`src/logic/cgdc_pkg.sv`:
```
// constants, register layouts and carriers of the clock gate and divider control block
// What this block does
// gate bits 20..4 pass peripheral clocks, reset set
// timekeeping counter runs regardless of its gate
// gate bit 3 requests sleep, resets zero
// idle bit stays until software clears it
// usb clock off stops usb pll; on inserts lock
// main pll powers down only in slow mode
// software waits 300 us before leaving slow mode
// fast clock is pll or input over twice divider
// usb clock halve selects pll or pll over two
// software sets halve to get 48 MHz usb clock
// bus divider codes 00, 01 divide by 1, 2
// code 10 divides by four or eight
// code 11 divides by three or six
// peripheral clock is bus clock or its half
// voltage scaling moves core onto bus clock
// camera select picks raw or divided usb pll
// camera divides usb pll by twice the field plus two
// idle entered only after processor acknowledge
// clock changes switch without glitches or runts
package cgdc_pkg;
   localparam logic [31:0] CGDC_GATE_ADDR = 32'h4C00000C;
   localparam logic [31:0] CGDC_SLOW_ADDR = 32'h4C000010;
   localparam logic [31:0] CGDC_DIV_ADDR = 32'h4C000014;
   localparam logic [31:0] CGDC_CAM_ADDR = 32'h4C000018;
   localparam logic [31:0] CGDC_STAT_ADDR = 32'h4C00001C;

   localparam logic [31:0] CGDC_GATE_RESET = 32'h00FFFFF0;
   localparam logic [31:0] CGDC_SLOW_RESET = 32'h00000004;
   localparam logic [31:0] CGDC_DIV_RESET = 32'h00000000;
   localparam logic [31:0] CGDC_CAM_RESET = 32'h00000000;

   // writable bits of each register; everything else reads zero
   localparam logic [31:0] CGDC_GATE_MASK = 32'h001FFFFC;
   localparam logic [31:0] CGDC_SLOW_MASK = 32'h000000B7;
   localparam logic [31:0] CGDC_DIV_MASK = 32'h0000000F;
   localparam logic [31:0] CGDC_CAM_MASK = 32'h0000131F;

   localparam int CGDC_GATE_HI = 20;
   localparam int CGDC_GATE_LO = 4;
   localparam int CGDC_RTC_BIT = 14;
   localparam int CGDC_SLEEP_BIT = 3;
   localparam int CGDC_IDLE_BIT = 2;
   localparam int CGDC_USB_OFF_BIT = 7;
   localparam int CGDC_PLL_DOWN_BIT = 5;
   localparam int CGDC_SLOW_BIT = 4;
   localparam int CGDC_SLOW_DIV_LO = 0;
   localparam int CGDC_HALVE_BIT = 3;
   localparam int CGDC_SYSDIV_LO = 1;
   localparam int CGDC_PDIV_BIT = 0;
   localparam int CGDC_VSCALE_BIT = 12;
   localparam int CGDC_Q_HALVE_BIT = 9;
   localparam int CGDC_T_HALVE_BIT = 8;
   localparam int CGDC_CAM_SEL_BIT = 4;
   localparam int CGDC_CAM_DIV_LO = 0;
   // status register bits
   localparam int CGDC_ST_PLL_DOWN = 0;
   localparam int CGDC_ST_PLL_SETTLED = 1;
   localparam int CGDC_ST_USB_LOCKED = 2;
   localparam int CGDC_ST_IDLE = 3;

   // peripherals on the system bus clock, the rest on the peripheral clock
   localparam logic [20:4] CGDC_ON_SYS_BUS = 17'b0_1000_0000_0000_0111;

   localparam int CGDC_CLK_PERIOD_NS = 10;
   localparam int CGDC_SETTLE_TIME_US = 300;
   localparam int CGDC_SETTLE_CYCLES = CGDC_SETTLE_TIME_US * 1000 / CGDC_CLK_PERIOD_NS;

   typedef struct packed {
      logic wr;
      logic rd;
      logic [31:0] addr;
      logic [31:0] wdata;
   } cgdc_bus_req_type;

   // one-cycle rate enables of the clock sources
   typedef struct packed {
      logic main_pll;
      logic usb_pll;
      logic input_clk;
   } cgdc_source_type;

   // one-cycle rate enables of the generated clocks
   typedef struct packed {
      logic core_fast_clock;
      logic core;
      logic system_bus;
      logic peripheral_bus;
      logic usb_clock;
      logic camera_clock;
      logic rtc_count;
   } cgdc_clocks_type;
endpackage

```
`src/logic/cgdc_top.sv`:
```
// clock gate and divider control: registers, dividers, gates and power requests
`timescale 1ns/1ns
`default_nettype none
module cgdc_top #(
   parameter int SETTLE_CYCLES = cgdc_pkg::CGDC_SETTLE_CYCLES,
   parameter int USB_LOCK_CYCLES = cgdc_pkg::CGDC_SETTLE_CYCLES
) (
   // clock and reset
   input wire logic mclk,
   input wire logic reset_n,
   // register port
   input wire cgdc_pkg::cgdc_bus_req_type bus_req,
   output logic [31:0] rdata,
   // clock sources as rate enables
   input wire cgdc_pkg::cgdc_source_type source,
   // generated clock enables
   output cgdc_pkg::cgdc_clocks_type clocks,
   output logic [20:4] gated_clk_en,
   // power control
   output logic main_pll_power_down,
   output logic usb_pll_power_down,
   output logic sleep_request,
   output logic idle_request,
   input wire logic cpu_idle_ack,
   output logic idle_active
);
   import cgdc_pkg::*;

   if (SETTLE_CYCLES < 1 || SETTLE_CYCLES > 65535) begin : g_chk_settle
      $error("SETTLE_CYCLES out of range");
   end
   if (USB_LOCK_CYCLES < 1 || USB_LOCK_CYCLES > 65535) begin : g_chk_lock
      $error("USB_LOCK_CYCLES out of range");
   end

   logic [31:0] clock_gate_control;
   logic [31:0] slow_clock_control;
   logic [31:0] clock_divider_control;
   logic [31:0] camera_divider_control;
   logic [31:0] status;

   // divider counters and the ratios latched at each wrap, then the pll settle and usb lock timers
   logic [3:0] fast_cnt, fast_ratio;
   logic [2:0] sys_cnt, sys_ratio;
   logic pcnt, pratio;
   logic ucnt, uratio;
   logic [4:0] cam_cnt, cam_ratio;
   logic [15:0] settle_cnt, lock_cnt;
   logic pll_settled, usb_locked;

   logic next_fast, next_sys, next_per, next_usb, next_cam;
   logic slow_mode, pll_down;
   logic [2:0] slow_divider;
   logic [3:0] camera_divide_field;

   // wrap test shared by the fast, bus and camera dividers; >= keeps a shrunk ratio from overrunning
   function automatic logic div_wrap(input logic [4:0] cnt, input logic [4:0] ratio);
      return cnt >= ratio - 5'h01;
   endfunction

   function automatic logic [2:0] sys_bus_ratio(input logic [1:0] code, input logic q,
                                                input logic t);
      unique case (code)
         2'b00: return 3'h1;
         2'b01: return 3'h2;
         2'b10: return q ? 3'h0 : 3'h4; // eight coded as zero
         2'b11: return t ? 3'h6 : 3'h3;
      endcase
   endfunction

   assign slow_mode = slow_clock_control[CGDC_SLOW_BIT];
   assign slow_divider = slow_clock_control[CGDC_SLOW_DIV_LO +: 3];
   assign camera_divide_field = camera_divider_control[CGDC_CAM_DIV_LO +: 4];
   assign pll_down = slow_mode & slow_clock_control[CGDC_PLL_DOWN_BIT];

   // register writes
   always_ff @(posedge mclk or negedge reset_n) begin
      if (!reset_n) begin
         // bits above the gate field are dropped so the reset value reads back as written
         clock_gate_control <= CGDC_GATE_RESET & CGDC_GATE_MASK;
         slow_clock_control <= CGDC_SLOW_RESET;
         clock_divider_control <= CGDC_DIV_RESET;
         camera_divider_control <= CGDC_CAM_RESET;
      end else if (bus_req.wr) begin
         // idle and sleep bits change only here, never by hardware
         unique case (bus_req.addr)
            CGDC_GATE_ADDR: clock_gate_control <= bus_req.wdata & CGDC_GATE_MASK;
            CGDC_SLOW_ADDR: slow_clock_control <= bus_req.wdata & CGDC_SLOW_MASK;
            CGDC_DIV_ADDR: clock_divider_control <= bus_req.wdata & CGDC_DIV_MASK;
            CGDC_CAM_ADDR: camera_divider_control <= bus_req.wdata & CGDC_CAM_MASK;
            default: ;
         endcase
      end
   end

   always_comb begin
      status = 32'h00000000;
      status[CGDC_ST_PLL_DOWN] = main_pll_power_down;
      status[CGDC_ST_PLL_SETTLED] = pll_settled;
      status[CGDC_ST_USB_LOCKED] = usb_locked;
      status[CGDC_ST_IDLE] = idle_active;
   end

   // register reads, data in the cycle after the strobe only
   always_ff @(posedge mclk or negedge reset_n) begin
      if (!reset_n) begin
         rdata <= 32'h00000000;
      end else if (bus_req.rd) begin
         unique case (bus_req.addr)
            CGDC_GATE_ADDR: rdata <= clock_gate_control;
            CGDC_SLOW_ADDR: rdata <= slow_clock_control;
            CGDC_DIV_ADDR: rdata <= clock_divider_control;
            CGDC_CAM_ADDR: rdata <= camera_divider_control;
            CGDC_STAT_ADDR: rdata <= status;
            default: rdata <= 32'h00000000;
         endcase
      end else begin
         rdata <= 32'h00000000;
      end
   end

   // main pll power and settle timer; software polls settled before leaving slow mode
   always_ff @(posedge mclk or negedge reset_n) begin
      if (!reset_n) begin
         main_pll_power_down <= 1'b0;
         settle_cnt <= 16'h0000;
         pll_settled <= 1'b0;
      end else begin
         main_pll_power_down <= pll_down;
         if (pll_down) begin
            settle_cnt <= 16'h0000;
            pll_settled <= 1'b0;
         end else if (settle_cnt == 16'(SETTLE_CYCLES - 1)) begin
            pll_settled <= 1'b1;
         end else begin
            settle_cnt <= settle_cnt + 16'h0001;
         end
      end
   end

   // usb pll power and automatic lock delay
   always_ff @(posedge mclk or negedge reset_n) begin
      if (!reset_n) begin
         usb_pll_power_down <= 1'b0;
         lock_cnt <= 16'h0000;
         usb_locked <= 1'b0;
      end else begin
         usb_pll_power_down <= slow_clock_control[CGDC_USB_OFF_BIT];
         if (slow_clock_control[CGDC_USB_OFF_BIT]) begin
            lock_cnt <= 16'h0000;
            usb_locked <= 1'b0;
         end else if (lock_cnt == 16'(USB_LOCK_CYCLES - 1)) begin
            usb_locked <= 1'b1;
         end else begin
            lock_cnt <= lock_cnt + 16'h0001;
         end
      end
   end

   // fast clock: in slow mode the ratio is taken only at a wrap so no runt pulse appears
   always_comb begin
      if (!slow_mode) begin
         next_fast = source.main_pll & ~main_pll_power_down;
      end else begin
         next_fast = source.input_clk & div_wrap({1'b0, fast_cnt}, {1'b0, fast_ratio});
      end
   end

   always_ff @(posedge mclk or negedge reset_n) begin
      if (!reset_n) begin
         fast_cnt <= 4'h0;
         fast_ratio <= 4'h1;
      end else if (slow_mode && source.input_clk) begin
         if (div_wrap({1'b0, fast_cnt}, {1'b0, fast_ratio})) begin
            fast_cnt <= 4'h0;
            fast_ratio <= (slow_divider == 3'h0) ? 4'h1 : {slow_divider, 1'b0};
         end else begin
            fast_cnt <= fast_cnt + 4'h1;
         end
      end else if (!slow_mode) begin
         fast_cnt <= 4'h0;
         fast_ratio <= (slow_divider == 3'h0) ? 4'h1 : {slow_divider, 1'b0};
      end
   end

   // system bus divider follows the fast clock pulses, the peripheral divider the bus pulses
   assign next_sys = next_fast &
      div_wrap({2'b00, sys_cnt}, (sys_ratio == 3'h0) ? 5'h08 : {2'b00, sys_ratio});
   assign next_per = next_sys & (pcnt == pratio);

   always_ff @(posedge mclk or negedge reset_n) begin
      if (!reset_n) begin
         sys_cnt <= 3'h0;
         sys_ratio <= 3'h1;
      end else if (next_fast) begin
         if (next_sys) begin
            sys_cnt <= 3'h0;
            sys_ratio <= sys_bus_ratio(clock_divider_control[CGDC_SYSDIV_LO +: 2],
               camera_divider_control[CGDC_Q_HALVE_BIT],
               camera_divider_control[CGDC_T_HALVE_BIT]);
         end else begin
            sys_cnt <= sys_cnt + 3'h1;
         end
      end
   end

   always_ff @(posedge mclk or negedge reset_n) begin
      if (!reset_n) begin
         pcnt <= 1'b0;
         pratio <= 1'b0;
      end else if (next_sys) begin
         if (pcnt == pratio) begin
            pcnt <= 1'b0;
            pratio <= clock_divider_control[CGDC_PDIV_BIT];
         end else begin
            pcnt <= 1'b1;
         end
      end
   end

   // usb clock: held off until the usb pll has locked
   assign next_usb = source.usb_pll & usb_locked & (ucnt == uratio);

   always_ff @(posedge mclk or negedge reset_n) begin
      if (!reset_n) begin
         ucnt <= 1'b0;
         uratio <= 1'b0;
      end else if (source.usb_pll) begin
         if (ucnt == uratio) begin
            ucnt <= 1'b0;
            uratio <= clock_divider_control[CGDC_HALVE_BIT];
         end else begin
            ucnt <= 1'b1;
         end
      end
   end

   // camera clock from the usb pll, raw or divided
   always_comb begin
      if (!camera_divider_control[CGDC_CAM_SEL_BIT]) begin
         next_cam = source.usb_pll & usb_locked;
      end else begin
         next_cam = source.usb_pll & usb_locked & div_wrap(cam_cnt, cam_ratio);
      end
   end

   always_ff @(posedge mclk or negedge reset_n) begin
      if (!reset_n) begin
         cam_cnt <= 5'h00;
         cam_ratio <= 5'h02;
      end else if (source.usb_pll) begin
         if (div_wrap(cam_cnt, cam_ratio)) begin
            cam_cnt <= 5'h00;
            cam_ratio <= {camera_divide_field + 4'h1, 1'b0};
         end else begin
            cam_cnt <= cam_cnt + 5'h01;
         end
      end
   end

   // registered clock enables and peripheral gates
   always_ff @(posedge mclk or negedge reset_n) begin
      if (!reset_n) begin
         clocks <= '0;
         gated_clk_en <= '0;
      end else begin
         clocks.core_fast_clock <= next_fast;
         clocks.core <= camera_divider_control[CGDC_VSCALE_BIT] ? next_sys : next_fast;
         clocks.system_bus <= next_sys;
         clocks.peripheral_bus <= next_per;
         clocks.usb_clock <= next_usb;
         clocks.camera_clock <= next_cam;
         clocks.rtc_count <= source.input_clk;
         for (int i = CGDC_GATE_LO; i <= CGDC_GATE_HI; i++) begin
            // a gate only masks whole pulses, so no partial pulse can leak
            gated_clk_en[i] <= clock_gate_control[i] & (CGDC_ON_SYS_BUS[i] ? next_sys : next_per);
         end
      end
   end

   // sleep and idle requests
   always_ff @(posedge mclk or negedge reset_n) begin
      if (!reset_n) begin
         sleep_request <= 1'b0;
         idle_request <= 1'b0;
         idle_active <= 1'b0;
      end else begin
         sleep_request <= clock_gate_control[CGDC_SLEEP_BIT];
         idle_request <= clock_gate_control[CGDC_IDLE_BIT];
         if (!clock_gate_control[CGDC_IDLE_BIT]) begin
            idle_active <= 1'b0;
         end else if (idle_request && cpu_idle_ack) begin
            idle_active <= 1'b1;
         end
      end
   end

   pll_down_slow_a: assert property (@(posedge mclk) disable iff (!reset_n)
      main_pll_power_down |-> $past(slow_mode))
      else $error("main pll powered down outside slow mode");
   pll_down_follow_a: assert property (@(posedge mclk) disable iff (!reset_n)
      pll_down |=> main_pll_power_down)
      else $error("main pll not powered down in slow mode");
   idle_ack_a: assert property (@(posedge mclk) disable iff (!reset_n)
      $rose(idle_active) |-> $past(cpu_idle_ack) && $past(idle_request))
      else $error("idle entered without acknowledge");
   idle_hold_a: assert property (@(posedge mclk) disable iff (!reset_n)
      $fell(clock_gate_control[CGDC_IDLE_BIT]) |-> $past(bus_req.wr))
      else $error("idle bit cleared by hardware");
   usb_off_a: assert property (@(posedge mclk) disable iff (!reset_n)
      slow_clock_control[CGDC_USB_OFF_BIT] |=> usb_pll_power_down ##1 !clocks.usb_clock)
      else $error("usb clock running while off");
   fast_norm_a: assert property (@(posedge mclk) disable iff (!reset_n)
      !slow_mode && !main_pll_power_down |-> (next_fast == source.main_pll))
      else $error("fast clock not following main pll");
   rtc_run_a: assert property (@(posedge mclk) disable iff (!reset_n)
      source.input_clk |=> clocks.rtc_count)
      else $error("timekeeping clock stopped");
   gate_off_a: assert property (@(posedge mclk) disable iff (!reset_n)
      !clock_gate_control[CGDC_RTC_BIT] |=> !gated_clk_en[CGDC_RTC_BIT])
      else $error("gated clock passed while disabled");
   per_half_a: assert property (@(posedge mclk) disable iff (!reset_n)
      next_per |-> next_sys)
      else $error("peripheral pulse without bus pulse");
   sleep_out_a: assert property (@(posedge mclk) disable iff (!reset_n)
      clock_gate_control[CGDC_SLEEP_BIT] |=> sleep_request)
      else $error("sleep request not raised");
endmodule
`default_nettype wire

```
`config.mk`:
```
export PLATFORM = sky130hd
export DESIGN_NAME = cgdc_top
export DESIGN_NICKNAME = d
export VERILOG_FILES = /design/src/logic/cgdc_pkg.sv /design/src/logic/cgdc_top.sv
export SDC_FILE = /design/constraint.sdc
export NUM_CORES = 1
export LEC_CHECK = 0
export ABC_AREA = 1
export BUFFER_PORTS_ARGS = -buffer_cell sky130_fd_sc_hd__buf_4
export CAP_MARGIN = 20
export CORE_UTILIZATION = 50
export DETAILED_ROUTE_END_ITERATION = 16
export PLACE_DENSITY_LB_ADDON = 0.25
export SLEW_MARGIN = 30
export SYNTH_ARGS = -nofsm -noshare
export SYNTH_HDL_FRONTEND = slang
export SYNTH_SLANG_ARGS = --single-unit
```
`constraint.sdc`:
```
create_clock -name mclk -period 2.5 [get_ports mclk]
set_clock_uncertainty 0.2 [all_clocks]
set_input_delay 0.25 -clock mclk [delete_from_list [all_inputs] [get_ports mclk]]
set_output_delay 0.25 -clock mclk [all_outputs]
set_load 0.02 [all_outputs]
```
==> results.txt, run 1 <==
Outcome -> finished clean
Starting Density -> 51.90%
Mean post-synth cell area -> 8.883 sq um
Post-route ant nets -> 0
HPWL Detailed -> 10550 um
Post-DP Area -> 7996 sq um
Worst r2r dst -> gated_clk_en[11]
Share of the clock period used by the worst path -> 98.50%
Leakage power -> 0.004490 uW
Max clock buf depth -> 2
Distinct cells, synth -> 40
Hold Crit Depth -> 3
Most common cell after layout, fill and taps aside -> nand2_1
WHS Endpoint -> clock_gate_control[20]
HP Start -> bus_req[65]
Cell Area, Synth -> 6955 sq um
I/O pins -> 133
CTS tree -> done
Kind of end point of the critical path -> flip-flop
Final cell count without fillers -> 1138
Register bit total from synthesis -> 148
Total wire length -> 16390 um
Most frequent cells in the layout -> nand2_1 (140), dfrtp_1 (127), buf_4 (120), inv_1 (107), nor2_1 (90)
Worst setup margin -> 0.03750 ns
RSZ-0062 raised after global routing -> true
Final Hold Viols -> 0
DR pass1 iterations -> 5
Vias -> 5715
R2r startpoint -> fast_ratio[0]
Dpl cells -> 1065
Avg Vias per Cell -> 5.022
GR Overflow Total -> 0
Fmax achieved -> 406.1 MHz
Net count, final -> 1041
# Max-Cap Violations -> 0
Largest net degree at the start of global routing -> 51
Die area -> 14390 sq um
Worst-path clk slew -> 0.06 ns
Critical Path Fanout Max -> 8
Synth warn -> 0
Vias in the first global route -> 5683
Sequential area share after synthesis -> 53.62%
GP Congestion -> 0.8125
Area Overhead vs Synth -> 31.73%
Slew HR -> 60.40%
I/O Buffers -> 110
Kind of critical path -> flip-flop to flip-flop
Post-layout minimum cycle time -> 2.463 ns
Design Area, Final -> 9163 sq um
Worst Path Required -> 2.65 ns
Core ar. -> 13400 sq um
Initial antenna violation count -> 0
Worst r2r path cells -> 13
# rows -> 42
Share of layout cells above drive strength 1 -> 25.47%
Crit path DAT -> 2.62 ns
Clk_lat worst skew -> 0.43 ns
Hold/Removal Path Class -> primary input to flip-flop
Startpoint Class -> flip-flop
Syn Inst Count -> 783
DR WL/cell -> 14.40 um
CTS buffer count -> 17
DRC viols -> 0
Pre-CTS setup slack -> 0.007157 ns
R2r setup slk -> 0.04 ns
Die X-Extent -> 119.9 um
Final Slew Violations -> 0
Worst slew pin tran -> 0.5901 ns
Antenna cells -> 0
Gr usage total -> 24.07%
Root Buffer -> clkbuf_16
Height of the die -> 119.9 um
Final setup viols -> 0
First-pass GRT wire length -> 26800 um
H-tree levels -> 4
DRT iter0 DRCs -> 423
CTS sink cnt -> 148
PD cells -> 709.8 nW/um^2
Peak supply drop -> 0.5655 mV
## through the flow
| stage | hold slack, ns | power (uW) | util, % | TNS [ns] |
|---|---|---|---|---|
| floorplan | -0.2456 | 3099 | - | 0 |
| global placement | 0.02210 | 3445 | 59.67 | 0 |
| detailed placement | 0.01608 | 3477 | 59.67 | 0 |
| CTS | 0.006702 | 6396 | 67.35 | -0.2087 |
| global route | 0.01682 | 6786 | 68.38 | -0.5536 |
| finish | 0.02467 | 6504 | 68.38 | 0 |
## worst max-delay path by stage
stage                  startpoint               end  slack, ns
floorplan           fast_ratio[0]         clocks[5]       0.14
global placement    fast_ratio[0]  gated_clk_en[18]       0.05
detailed placement   sys_ratio[0]  gated_clk_en[17]      0.007
CTS                 fast_ratio[0]   gated_clk_en[9]      -0.03
global route        fast_ratio[0]  gated_clk_en[11]      -0.06
finish              fast_ratio[0]  gated_clk_en[11]       0.04
## cell usage after synthesis, drive strengths merged
| cell type | instances | area share [%] |
|---|---|---|
| clkinv | 2 | 0.14 |
| nand3 | 68 | 5.4 |
| nor3b | 2 | 0.22 |
| or2 | 2 | 0.18 |
| nand4 | 9 | 0.81 |
| nor2 | 103 | 6.1 |
| xnor2 | 6 | 0.76 |
| conb | 1 | 0.054 |
| o211a | 1 | 0.14 |
| o21a | 1 | 0.11 |
| buf | 22 | 2.3 |
| and3 | 1 | 0.090 |
| a211oi | 3 | 0.32 |
| a21oi | 27 | 1.9 |
| dfstp | 21 | 7.9 |
| dfrtp | 127 | 46 |
| clkbuf | 4 | 0.22 |
| a21boi | 1 | 0.11 |
| nor3 | 16 | 1.5 |
| inv | 111 | 6.0 |
| a31oi | 2 | 0.18 |
| nor4 | 3 | 0.27 |
| xor2 | 10 | 1.3 |
| ha | 20 | 3.6 |
| o21ai | 68 | 6.0 |
| nand2 | 151 | 8.6 |
| o21bai | 1 | 0.11 |
## critical path, stage by stage, from the launching register on
cell and delay, ns:
dfstp_2 0.52, inv_2 0.04, ha_2 0.17, xnor2_1 0.13, ha_1 0.30, nand3_1 0.07, nand2_1 0.07, nand2_1 0.07
nand2_2 0.10, nand3_4 0.08, nand2_4 0.14, nand3_4 0.18, clkbuf_16 0.22, nor2_1 0.09
## cell families after synthesis
logic type,Yosys count,synth area share (%)
AO/OA/AOI/OAI,104,8.941
XOR/XNOR,16,2.015
adder cells (fa/ha/maj),20,3.598
buffers and inverters,139,8.635
flip-flops,148,53.62
other,1,0.05391
AND/OR/NAND/NOR,355,23.13
## area by class of cell
cell class	count	area, sq um
fill	1054	4238
sequential	148	3730
multi-input combinational	506	2738
timing repair buffer	163	1380
clock buffer	22	464.2
inverter	113	426.7
tap	176	220.2
clock inverter	10	203.9
## timing repair
item | 4_1_cts | 5_1_grt
pin swaps | 0 | 8
setup endpoints to repair | 13 | 34
hold endpoints to repair | 171 | 0
resized for setup | 0 | 24
cloned | 0 | 2
hold buffers | 36 | 0
buffers inserted | 0 | 3
## report_power, final
group	leakage, uW	total, uW	internal [uW]	switching, uW
logic	0.00223	1040	487	556
clock network	0.000328	2880	1920	962
registers	0.00193	2580	2500	76.1
total	0.00449	6500	4910	1590
## metal layers
metal	wire length [um]	GRT usage [%]
met5	0	0
met4	396	9.297
met3	683	5.751
met2	8554	42.31
met1	6757	28.23
## state kept, by name (all words and copies together) (netlist names), 4 cells and up
name and cells:
cam_cnt 5, fast_cnt 4, clocks 7, clock_gate_control 19, settle_cnt 16, cam_ratio 4
slow_clock_control 6, lock_cnt 16, fast_ratio 4, gated_clk_en 17, camera_divider_control 8, rdata 21
clock_divider_control 4
No activity file was read; power rests on OpenSTA's default activity.
==> inputs of run 2 (changes only) <==
- CORE_UTILIZATION: 50 -> 60
- clock period: 2.5 -> 3.2 ns (I/O delays scaled with it)
==> run 2 against run 1 <==
Net effect:
- clock power is 28% lower
- register-to-register slack better by 0.40 ns
- power is 28% lower
- fmax is 11% lower
==> results.txt, run 2 (same netlist as run 1, synthesis figures left out) <==
Worst setup margin -> 0.4334 ns (was 0.03750 ns)
Net count, final -> 1011 (was 1041)
Setup TNS -> 0 ns (unchanged)
Worst slew pin tran -> 0.7358 ns (was 0.5901 ns)
Max clock buf depth -> 2 (unchanged)
HP Start -> bus_req[2] (was bus_req[65])
Final Hold Viols -> 0 (unchanged)
Max FFs per register -> 21 (unchanged)
DRC viols -> 0 (unchanged)
Pre-CTS setup slack -> 0.4525 ns (was 0.007157 ns)
Vias -> 5816 (was 5715)
Final Slew Violations -> 0 (unchanged)
WHS Endpoint -> clock_gate_control[2] (was clock_gate_control[20])
GP Congestion -> 0.9101 (was 0.8125)
Root Buffer -> clkbuf_16 (unchanged)
Top reg by flops -> rdata (unchanged)
Antenna cells -> 0 (unchanged)
Critical Path Fanout Max -> 13 (was 8)
# rows -> 38 (was 42)
Fmax achieved -> 361.5 MHz (was 406.1 MHz)
Share of layout cells above drive strength 1 -> 23.07% (was 25.47%)
Post-layout minimum cycle time -> 2.767 ns (was 2.463 ns)
HPWL Detailed -> 10960 um (was 10550 um)
Peak supply drop -> 0.5367 mV (was 0.5655 mV)
CTS tree -> done (unchanged)
R2r setup slk -> 0.43 ns (was 0.04 ns)
Post-route ant nets -> 0 (unchanged)
Hold buffers post-CTS -> 22 (was 36)
First-pass GRT wire length -> 26470 um (was 26800 um)
Largest net degree at the start of global routing -> 82 (was 51)
PD cells -> 541.9 nW/um^2 (was 709.8 nW/um^2)
Total wire length -> 16190 um (was 16390 um)
GR Overflow Total -> 0 (unchanged)
Area Overhead vs Synth -> 24.77% (was 31.73%)
Startpoint Class -> flip-flop (unchanged)
Gr usage total -> 29.30% (was 24.07%)
Kind of end point of the critical path -> flip-flop (unchanged)
Final setup viols -> 0 (unchanged)
Leakage power -> 0.004328 uW (was 0.004490 uW)
Die area -> 12030 sq um (was 14390 sq um)
Avg Vias per Cell -> 5.425 (was 5.022)
Most frequent cells in the layout -> nand2_1 (142), dfrtp_1 (127), buf_4 (109), inv_1 (108), nor2_1 (95) (was nand2_1 (140), dfrtp_1 (127), buf_4 (120), inv_1 (107), nor2_1 (90))
Top flop regs -> rdata x21, clock_gate_control x19, gated_clk_en x17 (unchanged)
Worst Path Required -> 3.32 ns (was 2.65 ns)
Crit path DAT -> 2.89 ns (was 2.62 ns)
Final cell count without fillers -> 1072 (was 1138)
H-tree levels -> 4 (unchanged)
Vias in the first global route -> 6007 (was 5683)
I/O pins -> 133 (unchanged)
Hold Crit Depth -> 3 (unchanged)
Dpl cells -> 1018 (was 1065)
Height of the die -> 109.7 um (was 119.9 um)
Clk_lat worst skew -> 0.43 ns (about the same)
Most common cell after layout, fill and taps aside -> nand2_1 (unchanged)
I/O Buffers -> 110 (unchanged)
Fillers -> 714 (was 1054)
# Max-Cap Violations -> 0 (unchanged)
Kind of critical path -> flip-flop to flip-flop (unchanged)
Outcome -> finished clean (unchanged)
Hold/Removal Path Class -> primary input to flip-flop (unchanged)
DR pass1 iterations -> 6 (was 5)
R2r startpoint -> fast_ratio[0] (unchanged)
Core ar. -> 11080 sq um (was 13400 sq um)
Starting Density -> 62.79% (was 51.90%)
# Post-CTS Setup Buffers -> 0 (unchanged)
Slew HR -> 50.94% (was 60.40%)
CTS sink cnt -> 148 (unchanged)
DR WL/cell -> 15.10 um (was 14.40 um)
Worst r2r dst -> pcnt (was gated_clk_en[11])
Cts repair resizes -> 0 (unchanged)
Worst r2r path cells -> 14 (was 13)
Die X-Extent -> 109.7 um (was 119.9 um)
Final core occ -> 78.34% (was 68.38%)
RSZ-0062 raised after global routing -> false (was true)
Worst-path clk slew -> 0.06 ns (about the same)
CTS buffer count -> 17 (unchanged)
Share of the clock period used by the worst path -> 86.46% (was 98.50%)
Initial antenna violation count -> 0 (unchanged)
DRT iter0 DRCs -> 378 (was 423)
## run 2: power by group
| part | switching [uW] | internal (uW) |
|---|---|---|
| combinational | 378 | 243 |
| sequential | 63.9 | 1960 |
| clock | 754 | 1310 |
## run 2: final cells by class
cell class,instances,area [sq um],area share (%)
Multi-Input combinational cell,506,2663,30.68
Tap cell,140,175.2,2.018
Sequential cell,148,3730,42.98
Timing Repair Buffer,133,1070,12.33
Clock buffer,24,491.7,5.666
Clock inverter,8,122.6,1.413
Inverter,113,426.7,4.916
## run 2: per-layer routing
metal / vias up / wire length (um) / share of wire [%] / GRT usage, %
li1: 2751 / - / - / -
met1: 2822 / 6210 / 38 / 32.95
met2: 193 / 8662 / 54 / 52.16
met3: 50 / 830 / 5.1 / 6.876
met4: 0 / 485 / 3.0 / 14.38
met5: - / 0 / 0 / 0
## run 2: metrics by stage
stage          cell area [sq um]  hold slack, ns  total power (uW)
4_1_cts                     8678         0.01683              4698
5_1_grt                     8678         0.03655              4883
3_5_place_dp                7844          0.1933              2632
2_1_floorplan               6993         -0.1756              2421
6_report                    8678         0.02926              4703
3_3_place_gp                7844          0.1933              2578
## run 2: worst max-delay path by stage
stage                 to     startpoint  slack (ns)  cells after the start
3_3_place_gp        pcnt  fast_ratio[0]        0.55                     14
2_1_floorplan  clocks[5]  fast_ratio[0]        0.84                     13
5_1_grt             pcnt  fast_ratio[0]        0.23                     14
3_5_place_dp        pcnt  fast_ratio[0]        0.45                     14
4_1_cts             pcnt  fast_ratio[0]        0.45                     14
6_report            pcnt  fast_ratio[0]        0.43                     14
## run 2: worst max-delay path, stage by stage (launching register included)
cell	delay, ns
dfstp_2	0.51
inv_1	0.07
ha_1	0.23
xnor2_1	0.13
ha_1	0.29
a21oi_1	0.15
nand2_1	0.07
nand2_1	0.05
nand2_1	0.06
nand3_1	0.10
nand2_2	0.16
nand2_1	0.37
inv_1	0.11
nor2_1	0.11
nor2_1	0.05
